[src/core/timer_ctrl_pkg.sv]
// Functional notes
// RULE1 - wave mode picks period or compare zero top
// RULE2 - update and overflow points follow wave mode
// RULE3 - normal mode drives no waveform
// RULE4 - pad gets waveform only with output enable
// RULE5 - value write sets outputs while timer stopped
// RULE6 - pad override needs channel output enable
// RULE7 - logic block path ignores output enable
// RULE8 - split bit selects two eight-bit timers
// RULE9 - clear register: one clears, zero keeps
// RULE10 - set register: one sets, zero keeps
// RULE11 - command field decodes update, restart, reset
// RULE12 - command field always reads zero
// RULE13 - lock skips transfers, forced update still happens
// RULE14 - direction zero counts up, one down
// RULE15 - direction driven by hardware and software
// RULE16 - compare buffer write sets flag, update clears
// RULE17 - period buffer write sets flag, update clears
// RULE18 - auto lock holds until enabled buffers valid
// RULE19 - set and clear registers read same bits
// RULE20 - software avoids reserved wave mode codes
package timer_ctrl_pkg;

  // ****************************************
  // register indices, byte address is four times
  // ****************************************
  localparam logic [5:0] IDX_TIMER_CONTROL = 6'h00;
  localparam logic [5:0] IDX_WAVE_CONTROL = 6'h01;
  localparam logic [5:0] IDX_COMPARE_OUTPUT_VALUE = 6'h02;
  localparam logic [5:0] IDX_SPLIT_MODE_CONTROL = 6'h03;
  localparam logic [5:0] IDX_COMMAND_DIRECTION_CLEAR = 6'h04;
  localparam logic [5:0] IDX_COMMAND_DIRECTION_SET = 6'h05;
  localparam logic [5:0] IDX_BUFFER_VALID_CLEAR = 6'h06;
  localparam logic [5:0] IDX_BUFFER_VALID_SET = 6'h07;

  // ****************************************
  // field positions and reset values
  // ****************************************
  localparam int ENABLE_BIT = 0;
  localparam int WAVE_MODE_LSB = 0;
  localparam int AUTO_LOCK_BIT = 3;
  localparam int OUT_ENABLE_LSB = 4;
  localparam int SPLIT_BIT = 0;
  localparam int DIR_BIT = 0;
  localparam int LOCK_BIT = 1;
  localparam int CMD_LSB = 2;
  localparam int PERIOD_BV_BIT = 0;
  localparam int CMP_BV_LSB = 1;
  localparam logic [7:0] REG_RESET = 8'h00;

  // ****************************************
  // wave modes, commands, bus answers
  // ****************************************
  localparam logic [2:0] WAVE_NORMAL = 3'h0;
  localparam logic [2:0] WAVE_FREQUENCY = 3'h1;
  localparam logic [2:0] WAVE_SINGLE_SLOPE = 3'h3;
  localparam logic [2:0] WAVE_DS_TOP = 3'h5;
  localparam logic [2:0] WAVE_DS_BOTH = 3'h6;
  localparam logic [2:0] WAVE_DS_BOTTOM = 3'h7;
  localparam logic [1:0] CMD_NONE = 2'h0;
  localparam logic [1:0] CMD_UPDATE = 2'h1;
  localparam logic [1:0] CMD_RESTART = 2'h2;
  localparam logic [1:0] CMD_HARD_RESET = 2'h3;
  localparam logic [1:0] RESP_OKAY = 2'h0;
  localparam logic [1:0] RESP_SLVERR = 2'h2;

  typedef struct packed {
    logic awvalid;
    logic [7:0] awaddr;
    logic wvalid;
    logic [31:0] wdata;
    logic [3:0] wstrb;
    logic bready;
    logic arvalid;
    logic [7:0] araddr;
    logic rready;
  } axi_req_s;

  typedef struct packed {
    logic awready;
    logic wready;
    logic bvalid;
    logic [1:0] bresp;
    logic arready;
    logic rvalid;
    logic [31:0] rdata;
    logic [1:0] rresp;
  } axi_rsp_s;

  typedef struct packed {
    logic aw_held;
    logic [7:0] aw_addr;
    logic w_held;
    logic [7:0] w_data;
    logic w_lane;
    logic bvalid;
    logic [1:0] bresp;
    logic rvalid;
    logic [7:0] rdata;
    logic [1:0] rresp;
    logic timer_enable;
    logic [2:0] wave_mode;
    logic auto_lock_update;
    logic [2:0] compare_output_enable;
    logic [2:0] compare_output_value;
    logic split_operation;
    logic lock_update;
    logic dir;
    logic [3:0] buffer_valid;
    logic [2:0] wave_value;
    logic update_point;
    logic overflow_point;
    logic buffer_transfer;
    logic restart_pulse;
    logic hard_reset_pulse;
  } ctrl_state_s;

  localparam ctrl_state_s STATE_RESET = '0;

endpackage : timer_ctrl_pkg

[src/core/timer_wave_control.sv]
`timescale 1ns/1ps
module timer_wave_control
  import timer_ctrl_pkg::*;
(
  input wire logic mclk,
  input wire logic rst_n,
  input wire axi_req_s bus_req,
  output axi_rsp_s bus_rsp,
  input wire logic counter_at_top,
  input wire logic counter_at_bottom,
  input wire logic [2:0] wave_gen_in,
  input wire logic period_buffer_write,
  input wire logic [2:0] compare_buffer_write,
  output logic timer_enable,
  output logic top_from_compare_zero,
  output logic update_point,
  output logic overflow_point,
  output logic buffer_transfer,
  output logic count_down,
  output logic split_operation,
  output logic restart_pulse,
  output logic hard_reset_pulse,
  output logic [2:0] pad_wave,
  output logic [2:0] pad_override,
  output logic [2:0] logic_wave
);

  ctrl_state_s st;
  ctrl_state_s next_st;

  // ****************************************
  // read view
  // ****************************************
  function automatic logic [8:0] read_reg(
    input ctrl_state_s s,
    input logic [7:0] addr
  );
    logic [7:0] v;
    logic ok;
    v = REG_RESET;
    ok = (addr[1:0] == 2'h0);
    case (addr[7:2])
      IDX_TIMER_CONTROL: v[ENABLE_BIT] = s.timer_enable;
      IDX_WAVE_CONTROL: begin
        v[WAVE_MODE_LSB +: 3] = s.wave_mode;
        v[AUTO_LOCK_BIT] = s.auto_lock_update;
        v[OUT_ENABLE_LSB +: 3] = s.compare_output_enable;
      end
      IDX_COMPARE_OUTPUT_VALUE: v[2:0] = s.compare_output_value;
      IDX_SPLIT_MODE_CONTROL: v[SPLIT_BIT] = s.split_operation;
      // command bits stay zero in the view
      IDX_COMMAND_DIRECTION_CLEAR, IDX_COMMAND_DIRECTION_SET: begin
        v[DIR_BIT] = s.dir; // RULE12 RULE19
        v[LOCK_BIT] = s.lock_update;
      end
      IDX_BUFFER_VALID_CLEAR, IDX_BUFFER_VALID_SET: begin
        v[3:0] = s.buffer_valid; // RULE19
      end
      default: ok = 1'b0;
    endcase
    return {ok, v};
  endfunction : read_reg

  // ****************************************
  // next state
  // ****************************************
  always_comb begin
    logic aw_take;
    logic w_take;
    logic ar_take;
    logic [7:0] waddr;
    logic [7:0] wdat;
    logic wlane;
    logic do_write;
    logic hit;
    logic wr;
    logic [5:0] widx;
    logic [1:0] cmd;
    logic force_update;
    logic upd;
    logic ovf;
    logic up;
    logic transfer;
    logic all_valid;
    logic [8:0] rd;
    aw_take = 1'b0;
    w_take = 1'b0;
    ar_take = 1'b0;
    waddr = 8'h00;
    wdat = 8'h00;
    wlane = 1'b0;
    do_write = 1'b0;
    hit = 1'b0;
    wr = 1'b0;
    widx = 6'h00;
    cmd = CMD_NONE;
    force_update = 1'b0;
    upd = 1'b0;
    ovf = 1'b0;
    up = 1'b0;
    transfer = 1'b0;
    all_valid = 1'b0;
    rd = 9'h000;
    next_st = st;

    // ****************************************
    // write channel: address and data in either order
    // ****************************************
    aw_take = bus_req.awvalid & bus_rsp.awready;
    w_take = bus_req.wvalid & bus_rsp.wready;
    if (aw_take) begin
      next_st.aw_held = 1'b1;
      next_st.aw_addr = bus_req.awaddr;
    end
    if (w_take) begin
      next_st.w_held = 1'b1;
      next_st.w_data = bus_req.wdata[7:0];
      next_st.w_lane = bus_req.wstrb[0];
    end
    waddr = aw_take ? bus_req.awaddr : st.aw_addr;
    wdat = w_take ? bus_req.wdata[7:0] : st.w_data;
    wlane = w_take ? bus_req.wstrb[0] : st.w_lane;
    do_write = (st.aw_held | aw_take) & (st.w_held | w_take) & ~st.bvalid;
    widx = waddr[7:2];
    hit = (waddr[1:0] == 2'h0) & (widx <= IDX_BUFFER_VALID_SET);
    // registers sit in byte lane zero; other lanes are ignored
    wr = do_write & hit & wlane;
    if (do_write) begin
      next_st.aw_held = 1'b0;
      next_st.w_held = 1'b0;
      next_st.bvalid = 1'b1;
      next_st.bresp = hit ? RESP_OKAY : RESP_SLVERR;
    end else if (st.bvalid & bus_req.bready) begin
      next_st.bvalid = 1'b0;
    end

    // ****************************************
    // read channel
    // ****************************************
    ar_take = bus_req.arvalid & bus_rsp.arready;
    if (ar_take) begin
      rd = read_reg(st, bus_req.araddr);
      next_st.rvalid = 1'b1;
      next_st.rdata = rd[7:0];
      next_st.rresp = rd[8] ? RESP_OKAY : RESP_SLVERR;
    end else if (st.rvalid & bus_req.rready) begin
      next_st.rvalid = 1'b0;
    end

    // ****************************************
    // software writes
    // ****************************************
    if (wr) begin
      case (widx)
        IDX_TIMER_CONTROL: next_st.timer_enable = wdat[ENABLE_BIT];
        IDX_WAVE_CONTROL: begin
          next_st.wave_mode = wdat[WAVE_MODE_LSB +: 3];
          next_st.auto_lock_update = wdat[AUTO_LOCK_BIT];
          next_st.compare_output_enable = wdat[OUT_ENABLE_LSB +: 3];
          // switching auto lock on locks at once
          if (wdat[AUTO_LOCK_BIT] & ~st.auto_lock_update) begin
            next_st.lock_update = 1'b1; // RULE18
          end
        end
        IDX_COMPARE_OUTPUT_VALUE: begin
          next_st.compare_output_value = wdat[2:0];
          if (~st.timer_enable) begin
            next_st.wave_value = wdat[2:0]; // RULE5
          end
        end
        IDX_SPLIT_MODE_CONTROL: next_st.split_operation = wdat[SPLIT_BIT]; // RULE8
        IDX_COMMAND_DIRECTION_CLEAR: begin
          if (wdat[DIR_BIT]) next_st.dir = 1'b0; // RULE9 RULE15
          if (wdat[LOCK_BIT]) next_st.lock_update = 1'b0; // RULE9
          cmd = wdat[CMD_LSB +: 2];
        end
        IDX_COMMAND_DIRECTION_SET: begin
          if (wdat[DIR_BIT]) next_st.dir = 1'b1; // RULE10 RULE15
          if (wdat[LOCK_BIT]) next_st.lock_update = 1'b1; // RULE10
          cmd = wdat[CMD_LSB +: 2];
        end
        IDX_BUFFER_VALID_CLEAR: begin
          next_st.buffer_valid = st.buffer_valid & ~wdat[3:0]; // RULE9
        end
        IDX_BUFFER_VALID_SET: begin
          next_st.buffer_valid = st.buffer_valid | wdat[3:0]; // RULE10
        end
        default: next_st.bresp = RESP_SLVERR;
      endcase
    end

    // ****************************************
    // commands, never stored so they read back zero
    // ****************************************
    next_st.restart_pulse = 1'b0;
    next_st.hard_reset_pulse = 1'b0;
    case (cmd)
      CMD_UPDATE: force_update = 1'b1; // RULE11
      CMD_RESTART: next_st.restart_pulse = 1'b1; // RULE11
      CMD_HARD_RESET: next_st.hard_reset_pulse = ~st.timer_enable; // RULE11
      default: force_update = 1'b0;
    endcase

    // ****************************************
    // update and overflow points
    // ****************************************
    up = ~st.dir; // RULE14
    case (st.wave_mode)
      WAVE_NORMAL, WAVE_FREQUENCY: begin
        upd = counter_at_top & up; // RULE2
        ovf = counter_at_top & up;
      end
      WAVE_SINGLE_SLOPE: begin
        upd = counter_at_bottom; // RULE2
        ovf = counter_at_bottom;
      end
      WAVE_DS_TOP: begin
        upd = counter_at_bottom; // RULE2
        ovf = counter_at_top;
      end
      WAVE_DS_BOTH: begin
        upd = counter_at_bottom; // RULE2
        ovf = counter_at_top | counter_at_bottom;
      end
      WAVE_DS_BOTTOM: begin
        upd = counter_at_bottom; // RULE2
        ovf = counter_at_bottom;
      end
      // reserved codes raise no points
      default: upd = 1'b0;
    endcase
    upd = upd & st.timer_enable;
    ovf = ovf & st.timer_enable;
    transfer = (upd & ~st.lock_update) | force_update; // RULE13
    next_st.update_point = upd;
    next_st.overflow_point = ovf;
    next_st.buffer_transfer = transfer;

    // ****************************************
    // dual slope turns the count at each end
    // ****************************************
    if (st.timer_enable & st.wave_mode[2] & st.wave_mode != 3'h4) begin
      if (counter_at_top) next_st.dir = 1'b1; // RULE15
      if (counter_at_bottom) next_st.dir = 1'b0; // RULE15
    end

    // ****************************************
    // buffer valid flags, a buffer write beats a transfer or register clear; a hard reset clears it
    // ****************************************
    if (transfer) begin
      next_st.buffer_valid = 4'h0; // RULE16 RULE17
    end
    if (period_buffer_write) begin
      next_st.buffer_valid[PERIOD_BV_BIT] = 1'b1; // RULE17
    end
    next_st.buffer_valid[CMP_BV_LSB +: 3] =
      next_st.buffer_valid[CMP_BV_LSB +: 3] | compare_buffer_write; // RULE16

    // ****************************************
    // auto lock; no enabled channel counts as all valid
    // ****************************************
    all_valid = &(st.buffer_valid[CMP_BV_LSB +: 3] | ~st.compare_output_enable);
    if (st.auto_lock_update) begin
      if (transfer) begin
        next_st.lock_update = 1'b1; // RULE18
      end else if (all_valid) begin
        next_st.lock_update = 1'b0; // RULE18
      end
    end

    // ****************************************
    // waveform value follows the generator while running in any mode but normal
    // ****************************************
    if (st.timer_enable & st.wave_mode != WAVE_NORMAL) begin
      next_st.wave_value = wave_gen_in; // RULE3
    end

    // ****************************************
    // hard reset returns the counting state to idle
    // ****************************************
    if (next_st.hard_reset_pulse) begin
      next_st.dir = 1'b0;
      next_st.lock_update = 1'b0;
      next_st.buffer_valid = 4'h0;
      next_st.wave_value = 3'h0;
    end
  end

  // ****************************************
  // state register
  // ****************************************
  always_ff @(posedge mclk) begin
    if (!rst_n) begin
      st <= STATE_RESET;
    end else begin
      st <= next_st;
    end
  end

  // ****************************************
  // outputs
  // ****************************************
  assign bus_rsp.awready = ~st.aw_held & ~st.bvalid;
  assign bus_rsp.wready = ~st.w_held & ~st.bvalid;
  assign bus_rsp.bvalid = st.bvalid;
  assign bus_rsp.bresp = st.bresp;
  assign bus_rsp.arready = ~st.rvalid;
  assign bus_rsp.rvalid = st.rvalid;
  assign bus_rsp.rdata = {24'h000000, st.rdata};
  assign bus_rsp.rresp = st.rresp;

  // ****************************************
  // timer side
  // ****************************************
  assign timer_enable = st.timer_enable;
  assign top_from_compare_zero = (st.wave_mode == WAVE_FREQUENCY); // RULE1
  assign update_point = st.update_point;
  assign overflow_point = st.overflow_point;
  assign buffer_transfer = st.buffer_transfer;
  assign count_down = st.dir; // RULE14
  assign split_operation = st.split_operation;
  assign restart_pulse = st.restart_pulse;
  assign hard_reset_pulse = st.hard_reset_pulse;

  // ****************************************
  // waveform routing, one copy per channel
  // ****************************************
  for (genvar ch = 0; ch < 3; ch++) begin : g_channel
    logic pad_live;
    // a stopped timer lets the value override show; running normal mode shows nothing
    assign pad_live = ~st.timer_enable | (st.wave_mode != WAVE_NORMAL); // RULE3
    // the pad needs the channel enable
    assign pad_override[ch] = st.compare_output_enable[ch] & pad_live; // RULE4 RULE6
    assign pad_wave[ch] = st.wave_value[ch];
    // the logic block path bypasses the enable on purpose
    assign logic_wave[ch] = st.wave_value[ch]; // RULE7
  end : g_channel

endmodule : timer_wave_control

[config.mk]
export PLATFORM = sky130hd
export DESIGN_NAME = timer_wave_control
export DESIGN_NICKNAME = d
export VERILOG_FILES = /design/src/core/timer_ctrl_pkg.sv /design/src/core/timer_wave_control.sv
export SDC_FILE = /design/constraint.sdc
export NUM_CORES = 1
export LEC_CHECK = 0
export BUFFER_PORTS_ARGS = -buffer_cell sky130_fd_sc_hd__buf_2
export CORE_MARGIN = 2
export CORE_UTILIZATION = 40
export CTS_BUF_LIST = sky130_fd_sc_hd__clkbuf_8 sky130_fd_sc_hd__clkbuf_16
export DETAILED_ROUTE_END_ITERATION = 10
export PLACE_DENSITY = 0.72
export SLEW_MARGIN = 40
export SYNTH_ARGS = -nofsm -noshare
export SYNTH_HDL_FRONTEND = slang
export SYNTH_SLANG_ARGS = --single-unit
[constraint.sdc]
create_clock -name mclk -period 6.5 [get_ports mclk]
set_input_delay 0.325 -clock mclk [delete_from_list [all_inputs] [get_ports mclk]]
set_output_delay 0.325 -clock mclk [all_outputs]
set_load 0.1 [all_outputs]
* Yosys cells after proc, flatten, opt, wreduce, memory -nomap -nowiden *
Cells that the tools add are included.

word-level totals
  output and inout port bits = 59
  input port bits = 68
  register bits = 57

operators by class
  equality and inequality tests = 24
  order comparisons = 1
  bitwise gates (word level) = 43
  reduce and logical (&&, ||, !) cells = 29
  muxes and demuxes = 46

operators with widths
  cell                                                 number
  == test 6 x 3 -> 1 bit, second input constant        8
  == test 6 x 2 -> 1 bit, second input constant        4
  bitwise AND 1 bit                                    23
  2-to-1 mux 1 bit                                     22
  OR reduction 8 bit                                   2
  2-to-1 mux 2 bit                                     7
  OR reduction 2 bit                                   7
  == test 6 x 1 -> 1 bit, second input constant        2
  logical NOT 6 bit                                    2
  2-to-1 mux 3 bit                                     4
  AND reduction 2 bit                                  5
  == test 3 bit, second input constant                 3
  2-to-1 mux 9 bit                                     1
  NOT 1 bit                                            9
  2-to-1 mux 8 bit                                     1
  one-hot mux 1 bit (4 select lines)                   2
  one-hot mux 4 bit (2 select lines)                   1
  nonzero test 2 bit                                   4
  2-to-1 mux 7 bit                                     1
  <= comparator 6 x 3 -> 1 bit, second input constant  1
  bitwise OR 3 bit                                     2
  one-hot mux 1 bit (2 select lines)                   3
  one-hot mux 1 bit (3 select lines)                   2
  one-hot mux 1 bit (6 select lines)                   1
  18 further kinds                                     26

* Depth between registers and ports, before layout *
  word-level depth = 14
  mapped depth = 8
  depth with buffers taken out = 6

* Least setup slack after synthesis *
OpenSTA, ideal clock, no wires.

  kind = register -> output
  start point = register st[23] (netlist bit)
  end point = output port top_from_compare_zero
  arrival time = 2556 ps
  buffers on the path = 1
  stages on the path, launching flop included = 3
  path slack = 3619 ps
  data required time = 6175 ps
  path through = dfxtp_1 clkbuf_1 nor3_1

on the way
  word-level cells in the longest chain between the ends = 1

RTL lines
  item                    line                       source
  start, declared         timer_wave_control.sv:28   ctrl_state_s st;
  start signal, assigned  timer_wave_control.sv:296  st <= next_st;
  == test 3 x 1 -> 1 bit  timer_wave_control.sv:316  assign top_from_compare_zero = (st.wave_mode == WAVE_FREQUENCY);
  end, declared           timer_wave_control.sv:15   output logic top_from_compare_zero,

No other way between the ends.

* Worst setup path after layout *
  start point = register st, in the netlist bus_rsp[38]
  end point = register st[20] (netlist bit)

on the way
  word-level cells in the longest chain between the ends = 9
  elaborated cells on any way between the ends = 19

RTL lines
  item                                                         line                                                                             source
  NOT 1 bit (*)                                                timer_wave_control.sv:123, timer_wave_control.sv:303, timer_wave_control.sv:304
  bitwise AND 1 bit, on equally long branches                  timer_wave_control.sv:303, timer_wave_control.sv:304
  bitwise AND 1 bit, on equally long branches                  timer_wave_control.sv:109, timer_wave_control.sv:110
  2-to-1 mux 8 bit / bitwise OR 1 bit (equally long branches)  timer_wave_control.sv:120, timer_wave_control.sv:123
  <= comparator 6 x 3 -> 1 bit, or another cell as far along   timer_wave_control.sv:125                                                        hit = (waddr[1:0] == 2'h0) & (widx <= IDX_BUFFER_VALID_SET);
  bitwise AND 1 bit, on equally long branches                  timer_wave_control.sv:125, timer_wave_control.sv:123
  bitwise AND 1 bit (2 in a row)                               timer_wave_control.sv:127                                                        wr = do_write & hit & wlane;
  AND reduction 2 bit (no line)                                -

Every way passes the cells marked *; elsewhere a longest branch is shown, timed or not.
A chain may end at the register's enable or synchronous reset.

==> metrics.cfg <==
[power_and_ir_drop]
p_leak_nw = 1.43
power_mw = 0.773
seq_power_share_pct = 47.6
p_sw_mw = 0.294
p_clk_share_pct = 25.1
ir_drop_v = 0.0000928
power_density_mw_per_mm2 = 232
p_int_mw = 0.480
power.share.combinational_pct = 27.3
netSwitchingFraction_pct = 38.0

[sta]
tns_ns = 0
slew_headroom_pct = 48.3
setup_viol = 0
period_share_pct = 46.8
fin_hold_ws_ns = 0.215
hold_viol = 0
finClkSkew_ns = 0.00754
fmax_mhz = 328
rsz0062_at_grt = false
tightestPinTransition_ns = 0.769
min_period_ns = 3.04
final_max_slew_viol_count = 0

[route]
ant_nets = 0
drtIter0Drc = 158
dr.pass1.iters = 4
dr_total_vias = 2615
via_per_inst = 5.14
wire_per_inst_um = 13.5
route.detailed.drc = 0
wirelength_um = 6900

[placement]
dp_hpwl_um = 5220
gp_congestion = 0.880
place_area_mm2 = 0.00324
portBuffers = 72

[final_layout]
antenna_cells = 0
fin_area_mm2 = 0.00333
mostFrequentLayoutCell = buf_2
drive_gt1_share_pct = 22.7
final_net_count = 477
fillerInstances = 750
final_cell_mix = 73 x buf_2, 56 x dfxtp_1, 40 x nand2_1, 26 x conb_1, 25 x o21ai_0
synthToLayoutAreaGrowth_pct = 9.55

[clock_network]
cts_root_buf = clkbuf_8
ctsHoldBuffers = 0
clockBufferDepth = 2
ctsResizeCount = 0
cts.sinks = 56
cts_tree = built
clk_latency_ns = 0.32
post_cts_buffers = 0
numCtsBuffers = 5
cts_htree_levels = 2
cts.clk_slew.worst_paths_ns = 0.10

[grt]
antenna_found_initial = 0
grt_max_degree = 44
grt-ovfl-total = 0
grt_pass1_wl_um = 11200
grt_pass1_vias = 2367
grt_usage_pct = 16.5

[logic_synthesis]
synthCells = 363
async_flop_share_pct = 0
synth_top_area_share_pct = 36.9
syn_area_mm2 = 0.00304
ys_types = 56
postSynthAreaPerCell_um2 = 8.38
synth_edf_count = 0
ys_dominant_reg_cell = dfxtp_1
yosys.area.top_type = dfxtp_1
netlist_top_cells_area = dfxtp_1 37%, buf_4 11%, mux2i_1 5.3%
ys_ff_latch = 56
ys_seq_area_share_pct = 36.9
synth_warnings = 0

[setup_path]
crit_arrival_ns = 3.32
worst_setup_path_end_kind = flop
path_max_fanout = 14
path_class = flop to flop
startpoint_type = flop
cp.required_ns = 6.78

[die]
boundaryPins = 127
die_area_mm2 = 0.00831
initial_core_util_pct = 41.7
die_w_um = 91.2
core_mm2 = 0.00729
fp-row-count = 31
die-height_um = 91.2

[worst_hold_path]
hold_path.class = primary input to flop

[run]
maxCapViolCount = 0

[outcome]
status = completed

[worst paths after layout]
| path | from | end | slack (ns) | cells after the start |
|---|---|---|---|---|
| hold / removal | compare_buffer_write[1] | st[10]$_SDFF_PP0_ | 0.22 | 3 |
| hold reg to reg | bus_rsp[36]$_SDFF_PN0_ | bus_rsp[36]$_SDFF_PN0_ | 0.44 | 2 |
| setup / recovery | bus_rsp[38]$_SDFFE_PN0P_ | st[20]$_SDFFE_PN0P_ | 3.46 | 8 |
| setup reg to reg | bus_rsp[38]$_SDFFE_PN0P_ | st[20]$_SDFFE_PN0P_ | 3.46 | 8 |
[cell families after synthesis]
logic type / synth area share, %
AND/OR/NAND/NOR: 22.9
AO/OA/AOI/OAI: 17.6
buffers and inverters: 14.6
flip-flops: 36.9
multiplexers: 7.32
adder cells (fa/ha/maj): 0.329
other: 0.123
XOR/XNOR: 0.288
[through the flow]
| step | utilization, % | worst slack (ns) | instances |
|---|---|---|---|
| 2_1_floorplan | - | 3.62 | 388 |
| 3_3_place_gp | 44.2 | 3.45 | 500 |
| 3_5_place_dp | 44.4 | 3.49 | 500 |
| 4_1_cts | 45.6 | 3.40 | 508 |
| 5_1_grt | 45.7 | 3.15 | 509 |
| 6_report | 45.7 | 3.46 | 509 |
[power groups by stage]
| stage | clock network (mW) | logic [mW] | registers [mW] |
|---|---|---|---|
| after floorplan | 0 | 0.190 | 0.373 |
| after global placement | 0 | 0.207 | 0.375 |
| final | 0.194 | 0.211 | 0.368 |
| after detailed placement | 0 | 0.210 | 0.376 |
| after CTS | 0.199 | 0.211 | 0.368 |
| after global routing | 0.212 | 0.225 | 0.370 |
[cell type report]
| cell class | instances | area (µm²) | area share (%) |
|---|---|---|---|
| clock buffer | 5 | 68.8 | 2.07 |
| clock inverter | 3 | 20.0 | 0.601 |
| inverter | 11 | 41.3 | 1.24 |
| multi-input combinational | 261 | 1580 | 47.5 |
| sequential | 56 | 1120 | 33.7 |
| tap | 99 | 124 | 3.72 |
| timing repair buffer | 74 | 373 | 11.2 |
[cell usage after synthesis, types with 2 or more instances]
master,instances
a21boi_0,8
a21oi_1,12
a22o_1,2
a22oi_1,3
a31o_2,3
a31oi_1,2
and2_1,4
and3_1,3
buf_2,3
buf_4,44
clkbuf_1,11
dfxtp_1,56
inv_1,11
mux2_2,2
mux2i_1,16
nand2_1,40
nand2b_1,3
nand3_1,10
nor2_1,22
nor2b_1,15
nor3_1,7
nor3b_1,6
nor4_1,6
nor4b_1,4
o211a_1,3
o211ai_1,5
o21a_1,3
o21ai_0,25
o221ai_1,3
o31ai_1,2
or3_1,4
[registers in the layout, indices dropped and copies added (netlist names)]
| signal | count |
|---|---|
| count_down | 1 |
| update_point | 1 |
| timer_enable | 1 |
| hard_reset_pulse | 1 |
| buffer_transfer | 1 |
| st | 33 |
| logic_wave | 3 |
| restart_pulse | 1 |
| split_operation | 1 |
| bus_rsp | 12 |
| overflow_point | 1 |
[metal layers]
metal	wire length [µm]	global-route usage, %	up-vias
met5	0	0	-
met4	153	6.82	0
met3	432	3.24	10
met2	3200	26.7	106
met1	3110	21.5	1202
li1	-	-	1297
[worst max-delay path: stages (launching register included)]
cell and delay, ns:
dfxtp_1 0.53, nor3b_1 0.10, buf_4 0.19, nor4_1 0.59, o211ai_1 0.27, buf_2 0.24, nand4b_1 0.57, nor3b_1 0.38
a31o_2 0.14
Power figures use the tool's default switching activity.
